--- src/scr_map.vh ---
/*
  Register indices, reset values and timing counts of the serial channel
  reset and power-mode register bank.
  Assumes inclusion by bare name from the bank's modules.
*/
`ifndef SCR_MAP_VH
`define SCR_MAP_VH

// ==========================================================================
// Register indices.
`define SCR_IDX_CONFIG_0      5'h00
`define SCR_IDX_CONFIG_1      5'h01
`define SCR_IDX_CONFIG_2      5'h02
`define SCR_IDX_IRQ_MASK_A    5'h03
`define SCR_IDX_IRQ_MASK_B    5'h04
`define SCR_IDX_PORT_MASK     5'h05
`define SCR_IDX_IRQ_PORT_CFG  5'h06
`define SCR_IDX_PORT_DIR      5'h07
`define SCR_IDX_VECTOR_BASE   5'h08
`define SCR_IDX_PREAMBLE      5'h09
`define SCR_IDX_TX_CNT_HIGH   5'h0A
`define SCR_IDX_STATUS        5'h0B
`define SCR_IDX_ADDR_MASK_LO  5'h0C
`define SCR_IDX_ADDR_MASK_HI  5'h0D
`define SCR_IDX_TX_SLOT       5'h0E
`define SCR_IDX_RX_SLOT       5'h0F
`define SCR_IDX_TX_CAP        5'h10
`define SCR_IDX_RX_CAP        5'h11
`define SCR_IDX_IRQ_SRC       5'h12
`define SCR_NUM_REGS          18

// ==========================================================================
// Reset values.
`define SCR_RST_ZERO          8'h00
`define SCR_RST_MASK          8'hFF
`define SCR_RST_PORT_DIR      8'hFF
`define SCR_RST_STATUS        8'h48

// ==========================================================================
// Field positions.
`define SCR_BIT_POWER_UP      7
`define SCR_BIT_TX_FIFO_WR    6
`define SCR_BIT_RX_LINE_ACT   3
`define SCR_BIT_CMD_BUSY      2

// ==========================================================================
// Timing: least reset hold in ns and the clock period in ns.
`define SCR_RESET_MIN_NS      5000
`define SCR_CLK_PERIOD_NS     5
`define SCR_RESET_MIN_CYC     ((`SCR_RESET_MIN_NS + `SCR_CLK_PERIOD_NS - 1) / `SCR_CLK_PERIOD_NS)

`endif

--- src/scr_reg_mem.v ---
/*
  Small register memory for the bank: one write port and one registered
  read port, with a reset loading every word from the scr_default function.
  Assumes one clock and an asynchronous active-low reset.
*/
`include "scr_map.vh"

module scr_reg_mem (
  input  wire         clock_i,
  input  wire         rst_b_i,
  input  wire         wr_en_i,
  input  wire [4:0]   wr_idx_i,
  input  wire [7:0]   wr_data_i,
  input  wire [4:0]   rd_idx_i,
  output reg  [7:0]   rd_data_o,
  output wire [143:0] all_o
);

  reg [7:0] mem_r [0:`SCR_NUM_REGS-1];

  // ========================================================================
  // Reset defaults.
  function [7:0] scr_default;
    input integer idx;
    begin
      if (idx == `SCR_IDX_IRQ_MASK_A || idx == `SCR_IDX_IRQ_MASK_B ||
          idx == `SCR_IDX_PORT_MASK) begin
        scr_default = `SCR_RST_MASK;
      end else if (idx == `SCR_IDX_PORT_DIR) begin
        scr_default = `SCR_RST_PORT_DIR;
      end else begin
        scr_default = `SCR_RST_ZERO;
      end
    end
  endfunction

  genvar g;
  generate
    for (g = 0; g < `SCR_NUM_REGS; g = g + 1) begin : g_word
      always @(posedge clock_i or negedge rst_b_i) begin
        if (!rst_b_i) begin
          mem_r[g] <= scr_default(g);
        end else if (wr_en_i && wr_idx_i == g) begin
          mem_r[g] <= wr_data_i;
        end
      end
      assign all_o[g*8 +: 8] = mem_r[g];
    end
  endgenerate

  always @(posedge clock_i or negedge rst_b_i) begin
    if (!rst_b_i) begin
      rd_data_o <= 8'h00;
    end else if (rd_idx_i < `SCR_NUM_REGS) begin
      rd_data_o <= mem_r[rd_idx_i];
    end else begin
      rd_data_o <= 8'h00;
    end
  end

endmodule

--- src/scr_bank.v ---
/*
  Reset-default and power-mode register bank of one serial channel.
  Assumes a host on a plain strobe port in the same clock domain and
  asynchronous pins (reset input, port interrupts) from outside it.
*/
// Added by the designer: the address-and-strobe port and the register offsets.
`include "scr_map.vh"


module scr_bank (
  input  wire       clock_i,
  input  wire       rst_b_i,
  input  wire       reset_input_i,
  input  wire [4:0] addr_i,
  input  wire [7:0] wr_data_i,
  input  wire       wr_i,
  input  wire       rd_i,
  output wire [7:0] rd_data_o,
  input  wire [7:0] chan_irq_i,
  input  wire [7:0] port_irq_i,
  input  wire       tx_fifo_full_i,
  input  wire       rx_line_active_i,
  input  wire       cmd_busy_i,
  output reg        chan_clk_en_o,
  output reg        osc_en_o,
  output reg        irq_o,
  output reg  [7:0] port_direction_o,
  output reg  [7:0] vector_base_o,
  output reg  [7:0] irq_port_config_o
);

  parameter RESET_HOLD_CYC = `SCR_RESET_MIN_CYC;

  // ========================================================================
  // Input synchronisers.
  reg        res_s1_r;
  reg        res_s2_r;
  reg [7:0]  chi_s1_r;
  reg [7:0]  chi_s2_r;
  reg [7:0]  pti_s1_r;
  reg [7:0]  pti_s2_r;
  reg [2:0]  st_s1_r;
  reg [2:0]  st_s2_r;

  always @(posedge clock_i or negedge rst_b_i) begin
    if (!rst_b_i) begin
      res_s1_r <= 1'b0;
      res_s2_r <= 1'b0;
      chi_s1_r <= 8'h00;
      chi_s2_r <= 8'h00;
      pti_s1_r <= 8'h00;
      pti_s2_r <= 8'h00;
      st_s1_r  <= 3'h0;
      st_s2_r  <= 3'h0;
    end else begin
      res_s1_r <= reset_input_i;
      res_s2_r <= res_s1_r;
      chi_s1_r <= chan_irq_i;
      chi_s2_r <= chi_s1_r;
      pti_s1_r <= port_irq_i;
      pti_s2_r <= pti_s1_r;
      st_s1_r  <= {tx_fifo_full_i, rx_line_active_i, cmd_busy_i};
      st_s2_r  <= st_s1_r;
    end
  end

  // ========================================================================
  // Reset input hold filter.
  reg [15:0] hold_cnt_r;
  reg [15:0] hold_cnt_nxt;
  reg        soft_rst_r;
  reg        soft_rst_nxt;

  always @* begin
    hold_cnt_nxt = hold_cnt_r;
    soft_rst_nxt = 1'b0;
    if (!res_s2_r) begin
      hold_cnt_nxt = 16'h0000;
    end else if (hold_cnt_r >= RESET_HOLD_CYC[15:0] - 16'h0001) begin
      soft_rst_nxt = 1'b1;
    end else begin
      hold_cnt_nxt = hold_cnt_r + 16'h0001;
    end
  end

  always @(posedge clock_i or negedge rst_b_i) begin
    if (!rst_b_i) begin
      hold_cnt_r <= 16'h0000;
      soft_rst_r <= 1'b0;
    end else begin
      hold_cnt_r <= hold_cnt_nxt;
      soft_rst_r <= soft_rst_nxt;
    end
  end

  // Registers return to defaults on either reset source.
  reg bank_rst_b_r;

  always @(posedge clock_i or negedge rst_b_i) begin
    if (!rst_b_i) begin
      bank_rst_b_r <= 1'b0;
    end else begin
      bank_rst_b_r <= ~soft_rst_r;
    end
  end

  wire bank_rst_b = rst_b_i & bank_rst_b_r;

  // ========================================================================
  // Register storage.
  wire [143:0] all_regs;
  wire [7:0]   mem_rd_data;
  wire         mem_wr;

  assign mem_wr = wr_i && bank_rst_b_r && addr_i != `SCR_IDX_STATUS &&
                  addr_i != `SCR_IDX_IRQ_SRC;

  scr_reg_mem u_mem (
    .clock_i   (clock_i),
    .rst_b_i   (bank_rst_b),
    .wr_en_i   (mem_wr),
    .wr_idx_i  (addr_i),
    .wr_data_i (wr_data_i),
    .rd_idx_i  (addr_i),
    .rd_data_o (mem_rd_data),
    .all_o     (all_regs)
  );

  function [7:0] reg_at;
    input [143:0] v;
    input [4:0]   idx;
    begin
      reg_at = v[idx*8 +: 8];
    end
  endfunction

  wire [7:0] chan_config_0   = reg_at(all_regs, `SCR_IDX_CONFIG_0);
  wire [7:0] chan_irq_mask_a = reg_at(all_regs, `SCR_IDX_IRQ_MASK_A);
  wire [7:0] chan_irq_mask_b = reg_at(all_regs, `SCR_IDX_IRQ_MASK_B);
  wire [7:0] port_irq_mask   = reg_at(all_regs, `SCR_IDX_PORT_MASK);
  wire       power_up_bit    = chan_config_0[`SCR_BIT_POWER_UP];

  // ========================================================================
  // Live status: 48 hex after reset with idle inputs.
  reg [7:0] channel_status;

  always @* begin
    channel_status = `SCR_RST_STATUS;
    channel_status[`SCR_BIT_TX_FIFO_WR]  = ~st_s2_r[2];
    channel_status[`SCR_BIT_RX_LINE_ACT] = ~st_s2_r[1];
    channel_status[`SCR_BIT_CMD_BUSY]    = st_s2_r[0];
  end

  // ========================================================================
  // Read path with status and pending interrupt sources.
  reg       rd_sel_status_r;
  reg       rd_sel_irq_r;
  reg [7:0] status_cap_r;
  reg [7:0] irq_src_cap_r;
  wire [7:0] chan_pend = chi_s2_r & ~(chan_irq_mask_a & chan_irq_mask_b);
  wire [7:0] port_pend = pti_s2_r & ~port_irq_mask;

  always @(posedge clock_i or negedge rst_b_i) begin
    if (!rst_b_i) begin
      rd_sel_status_r <= 1'b0;
      rd_sel_irq_r    <= 1'b0;
      status_cap_r    <= `SCR_RST_STATUS;
      irq_src_cap_r   <= 8'h00;
    end else begin
      rd_sel_status_r <= rd_i && addr_i == `SCR_IDX_STATUS;
      rd_sel_irq_r    <= rd_i && addr_i == `SCR_IDX_IRQ_SRC;
      status_cap_r    <= channel_status;
      irq_src_cap_r   <= {4'h0, |port_pend, |chan_pend, 1'b0, power_up_bit};
    end
  end

  assign rd_data_o = rd_sel_status_r ? status_cap_r :
                     rd_sel_irq_r    ? irq_src_cap_r : mem_rd_data;

  // ========================================================================
  // Power mode, clocks and interrupt forwarding.
  always @(posedge clock_i or negedge rst_b_i) begin
    if (!rst_b_i) begin
      chan_clk_en_o     <= 1'b0;
      osc_en_o          <= 1'b0;
      irq_o             <= 1'b0;
      port_direction_o  <= `SCR_RST_PORT_DIR;
      vector_base_o     <= `SCR_RST_ZERO;
      irq_port_config_o <= `SCR_RST_ZERO;
    end else begin
      chan_clk_en_o     <= power_up_bit && bank_rst_b_r;
      osc_en_o          <= power_up_bit && bank_rst_b_r;
      irq_o             <= (power_up_bit && |chan_pend) || |port_pend;
      port_direction_o  <= reg_at(all_regs, `SCR_IDX_PORT_DIR);
      vector_base_o     <= reg_at(all_regs, `SCR_IDX_VECTOR_BASE);
      irq_port_config_o <= reg_at(all_regs, `SCR_IDX_IRQ_PORT_CFG);
    end
  end

  // Toggling the power-up bit touches the clock and oscillator enables, channel interrupt forwarding to irq_o and bit 0 of the interrupt source read.
  // Other defaults: masks preamble count high address masks
  // slots and capacity all loaded by the memory reset.

endmodule

--- config.mk ---
export PLATFORM = sky130hd
export DESIGN_NAME = scr_bank
export DESIGN_NICKNAME = d
export VERILOG_FILES = /design/src/scr_reg_mem.v /design/src/scr_bank.v
export VERILOG_INCLUDE_DIRS = /design/src
export SDC_FILE = /design/constraint.sdc
export NUM_CORES = 1
export LEC_CHECK = 0
export BUFFER_PORTS_ARGS = -buffer_cell sky130_fd_sc_hd__buf_4
export CAP_MARGIN = 20
export CORE_ASPECT_RATIO = 1.25
export CORE_MARGIN = 5
export CORE_UTILIZATION = 49
export DETAILED_ROUTE_END_ITERATION = 8
export PLACE_DENSITY = 0.67
export SLEW_MARGIN = 5
export SYNTH_ARGS = -nofsm -noshare
export SYNTH_HDL_FRONTEND = slang
export SYNTH_SLANG_ARGS = --single-unit
--- constraint.sdc ---
create_clock -name clock_i -period 7.2 [get_ports clock_i]
set_clock_uncertainty 0.1 [all_clocks]
set_input_delay 0.72 -clock clock_i [delete_from_list [all_inputs] [get_ports clock_i]]
set_output_delay 0.72 -clock clock_i [all_outputs]
set_load 0.05 [all_outputs]
After elaboration in Yosys (flattened, before gate mapping)
Cells that the tools add are included.
{"block": "word_totals", "regBits": 244, "in_bits": 37}
{"block": "op_classes", "addsub": 1, "order_cmp": 3, "eq_ne": 21, "mux": 10, "n_bitwise": 10, "reduce_logical": 29}
{"op": "$bmux 8 s5", "n": 1}
{"op": "$eq 5x4->1 const B", "n": 8}
{"op": "$mux 8", "n": 5}
{"op": "$mux 16", "n": 2}
{"op": "$logic_and 1x1->1", "n": 25}
{"op": "$and 8x8->8", "n": 3}
{"op": "$eq 5x3->1 const B", "n": 4}
{"op": "$add 16x1->16 const B", "n": 1}
{"op": "$ge 16x10->1 const B", "n": 1}
{"op": "$not 8->8", "n": 2}
{"op": "$reduce_or 8->1", "n": 2}
{"op": "$eq 5x5->1 const B", "n": 3}
{"op": "$eq 5x2->1 const B", "n": 2}
{"op": "$ge 6x6->1 const B", "n": 1}
{"op": "$not 5->6", "n": 1}
{"op": "$eq 5x1->1 const B", "n": 1}
{"op": "$logic_not 5->1", "n": 1}
{"op": "$lt 5x5->1 const B", "n": 1}
{"op": "$ne 5x4->1 const B", "n": 1}
{"op": "$ne 5x5->1 const B", "n": 1}
{"op": "$not 1->1", "n": 3}
{"op": "$mux 1", "n": 2}
{"op": "$ne 2x2->1 const B", "n": 1}
{"op": "$and 1x1->1", "n": 1}
{"op": "$logic_or 1x1->1", "n": 1}

Depth between registers and ports, before layout
{"block": "depth", "ltp_word": 6, "ltp_mapped": 7, "mapped_depth_nobuf": 5}

By module
A second synthesis with hierarchy kept.
{"block": "hier_totals", "cells_unflattened": 650, "area_unflattened_um2": 10063.4}
{"mod": "scr_reg_mem", "instances": 1, "cells_per_inst": 442, "area_per_inst_um2": 7068.0}
{"mod": "scr_bank", "instances": 1, "cells_per_inst": 208, "area_per_inst_um2": 2995.4}

Least setup slack after synthesis
No wires, ideal clock.
{"block": "synth_path", "kind": "register -> output", "start": "reg rd_sel_irq_r", "end": "out rd_data_o[6]", "t_arrival_ns": 1.729, "t_required_ns": 6.380, "setup_slack_ns": 4.651, "path_stages_with_launch": 4, "path_buffers": 1, "path_cell_list": "dfrtp_1 clkbuf_1 nand2b_1 o21ai_0"}
{"block": "synth_via", "elab_chain_cells": 2}
{"item": "start: declaration", "line": "scr_bank.v:157", "rtl": "reg rd_sel_irq_r;"}
{"item": "start signal: assignment", "line": "scr_bank.v:171", "rtl": "rd_sel_irq_r <= rd_i && addr_i == `SCR_IDX_IRQ_SRC;"}
{"item": "$mux 8", "line": "scr_bank.v:178", "rtl": "rd_sel_irq_r ? irq_src_cap_r : mem_rd_data;"}
{"item": "$mux 8", "line": "scr_bank.v:177", "rtl": "assign rd_data_o = rd_sel_status_r ? status_cap_r :"}
{"item": "end: declaration", "line": "scr_bank.v:18", "rtl": "output wire [7:0] rd_data_o,"}
Every way passes these cells.

==> results.json <==
{
  "grt_max_degree": 81,
  "ff2ff_setup_slack_ns": 4.69,
  "vias": 5720,
  "grt_usage_pct": 19.3,
  "setup_violations": 0,
  "cp-start-kind": "primary input",
  "cp_slowest_cell": "and2_4",
  "syn_inst": 690,
  "crit_fanout": 80,
  "start_util_pct": 49.3,
  "synth_edf_count": 0,
  "fillers": 1639,
  "fin_crit_ns": 2.67,
  "worstSetupEndpointType": "asynchronous set/reset pin",
  "ys_warn_count": 0,
  "finalPower_w": 0.00354,
  "slew_viol_final": 0,
  "critical_path.max_stage_delay_ns": 0.89,
  "ir_worst_vdd_mv": 0.228,
  "grt-ovfl-total": 0,
  "critical-path-top-delay-family": "buffers and inverters",
  "rows": 58,
  "cts.sinks": 244,
  "antenna_found_initial": 0,
  "syn_area_sq_um": 9850,
  "avgRoutedWirePerCell_microns": 20.9,
  "cpMostUsedCell": "buf_4",
  "ant_nets": 0,
  "crit_type": "primary input to asynchronous set/reset pin",
  "rsz0062_at_grt": "false",
  "io_pins": 72,
  "antenna_cells": 0,
  "required_ns": 7.58,
  "grt_pass1_wl_microns": 34700,
  "dp_hpwl_microns": 14800,
  "slew_headroom_pct": 33.9,
  "io_buffers": 71,
  "nets": 787,
  "async_flop_share_pct": 100,
  "via_per_inst": 5.52,
  "core_area_sq_um": 20000,
  "grt_pass1_vias": 6246,
  "hp-class": "primary input to asynchronous set/reset pin",
  "die-height_microns": 168,
  "syn_nets": 728,
  "drive_gt1_share_pct": 42.9,
  "fp.dieW_microns": 137,
  "tns_ns": 0,
  "globalplace.congestion": 0.843,
  "area_growth_pct": 15.9,
  "cp_data_arrival_time_ns": 3.05,
  "cts_tree": "built",
  "cts_resized": 0,
  "cts_hold_buf": 0,
  "preCtsSetupSlack_ns": 3.88,
  "whs_ns": 0.105,
  "clock.fmax_mhz": 375,
  "outcome": "complete, no violations",
  "ys_seq_elements": 244,
  "cts.path.max_buffers": 3,
  "worstMarginPinSlew_ns": 0.992,
  "min_period_over_period_pct": 37.0,
  "maxCapViolCount": 0,
  "cts_root_buf": "clkbuf_16",
  "crit_buf_inv": 2,
  "clk_pin_slew_worst_paths_ns": 0.07,
  "power.density_nw_per_um2": 310,
  "crit_chain": "buf_4 -> and2_4 -> buf_4",
  "postCtsSetupRepairBufs": 0,
  "synth_cell_types": 44,
  "dr.first_iter.drc_count": 305,
  "leakagePower_nw": 5.19,
  "synthFlopType": "dfrtp_1",
  "postRouteWirelength_microns": 21700,
  "clk-insertion-delay-late_ns": 0.51,
  "syn_avg_cell_area_sq_um": 14.3,
  "tritoncts.num_buffers": 24,
  "die_area_sq_um": 23000,
  "post-route-drc-count": 0,
  "ys_seq_area_share_pct": 62.5,
  "layout_setup_ws_ns": 4.53,
  "finalHoldViolations": 0,
  "first_pass_iters": 4,
  "htreeDepth": 1
}
## layout by cell type (no fill, tap or decap), types with 4 or more instances in the layout
cell,count
or3_1,5
nand4_1,12
nand2_1,43
dfstp_2,42
clkbuf_16,25
o21ai_0,8
and2_1,14
mux4_2,10
clkinvlp_4,5
clkinv_2,4
mux2i_1,50
buf_4,74
nor2_2,5
nand3_1,16
inv_1,13
nor2b_1,4
nor2_1,11
dfrtp_1,202
a22oi_1,9
o22ai_1,11
nand2b_1,5
mux2_2,146
a21oi_1,11
## area by class of cell
type	instances	area (sq um)	area share, %
Clock inverter	15	181	1.59
Tap cell	270	338	2.96
Multi-Input combinational cell	392	3460	30.3
Sequential cell	244	6160	54.0
Inverter	13	48.8	0.428
Timing Repair Buffer	74	556	4.87
Clock buffer	29	671	5.88
## synthesized netlist by cell type, types with 2 or more instances
| cell type | n | area share [%] |
|---|---|---|
| and2_1 | 15 | 0.95 |
| a22oi_1 | 9 | 0.69 |
| nand3_1 | 16 | 0.81 |
| mux2_2 | 146 | 17 |
| dfstp_2 | 42 | 11 |
| mux2i_1 | 50 | 5.1 |
| and4_1 | 2 | 0.18 |
| buf_2 | 11 | 0.56 |
| nor3b_2 | 2 | 0.25 |
| or4_1 | 3 | 0.23 |
| o22ai_1 | 11 | 0.70 |
| a21boi_0 | 3 | 0.23 |
| nor2b_1 | 4 | 0.25 |
| buf_6 | 2 | 0.23 |
| inv_1 | 13 | 0.50 |
| clkbuf_1 | 27 | 1.0 |
| nand2_1 | 43 | 1.6 |
| or3_1 | 5 | 0.32 |
| a211o_1 | 3 | 0.27 |
| nor2_1 | 11 | 0.42 |
| mux4_2 | 10 | 2.3 |
| o21ai_0 | 8 | 0.41 |
| dfrtp_1 | 202 | 51 |
| nor3_2 | 2 | 0.20 |
| a21oi_1 | 11 | 0.56 |
| nand4_1 | 12 | 0.76 |
| nand4b_1 | 2 | 0.18 |
| nor2_2 | 5 | 0.32 |
| nand2b_1 | 5 | 0.32 |
## metal layers
metal / routed length (microns) / GRT usage, % / vias to the layer above
li1: - / - / 2568
met5: 0 / 0 / -
met4: 422 / 4.99 / 0
met2: 11500 / 34.3 / 133
met1: 8770 / 25.1 / 2990
met3: 960 / 2.35 / 29
## worst reg2reg max path: stages, from the launching register on
cell	delay [ns]
dfrtp_1	0.55
and2_4	0.86
buf_4	0.91
## final timing paths
kind | start | end | cells after the start
worst max-delay path | rst_b_i | u_mem.all_o[20] | 3
worst min-delay path | rst_b_i | vector_base_o[0] | 1
worst max register to register | bank_rst_b_r | u_mem.all_o[20] | 2
worst min register to register | st_s2_r[0] | status_cap_r[2] | 0
max in group clock_i | addr_i[0] | u_mem.all_o[40] | 4
min in group clock_i | chan_irq_i[2] | chi_s1_r[2] | 1
## metrics by stage
step | util (%) | cell area, sq um | cells
6_report | 57.2 | 11400 | 1037
5_1_grt | 57.2 | 11400 | 1037
4_1_cts | 57.2 | 11400 | 1037
3_5_place_dp | 52.9 | 10600 | 993
3_3_place_gp | 52.9 | 10600 | 993
2_1_floorplan | - | 9850 | 690
## cells by family after synthesis
family | count (synthesis) | synth area share [%]
AND/OR/NAND/NOR | 134 | 7.47
flip-flops | 244 | 62.5
buffers and inverters | 54 | 2.39
XOR/XNOR | 1 | 0.0890
AO/OA/AOI/OAI | 50 | 3.32
adder cells (fa/ha/maj) | 1 | 0.127
multiplexers | 206 | 24.1
## state kept, by name (all words and copies together), names as in the netlist, 3 cells and up
register           count
u_mem.all_o          144
hold_cnt_r            16
chi_s1_r               8
chi_s2_r               8
irq_port_config_o      8
port_direction_o       8
pti_s1_r               8
pti_s2_r               8
u_mem.rd_data_o        8
vector_base_o          8
irq_src_cap_r          3
st_s1_r                3
st_s2_r                3
status_cap_r           3
## where the power goes
group	internal, W	switching (W)	total (W)
clock network	0.000779	0.000526	0.00130
registers	0.00160	0.000111	0.00171
logic	0.000234	0.000295	0.000529
(Power assumes the default switching activity.)
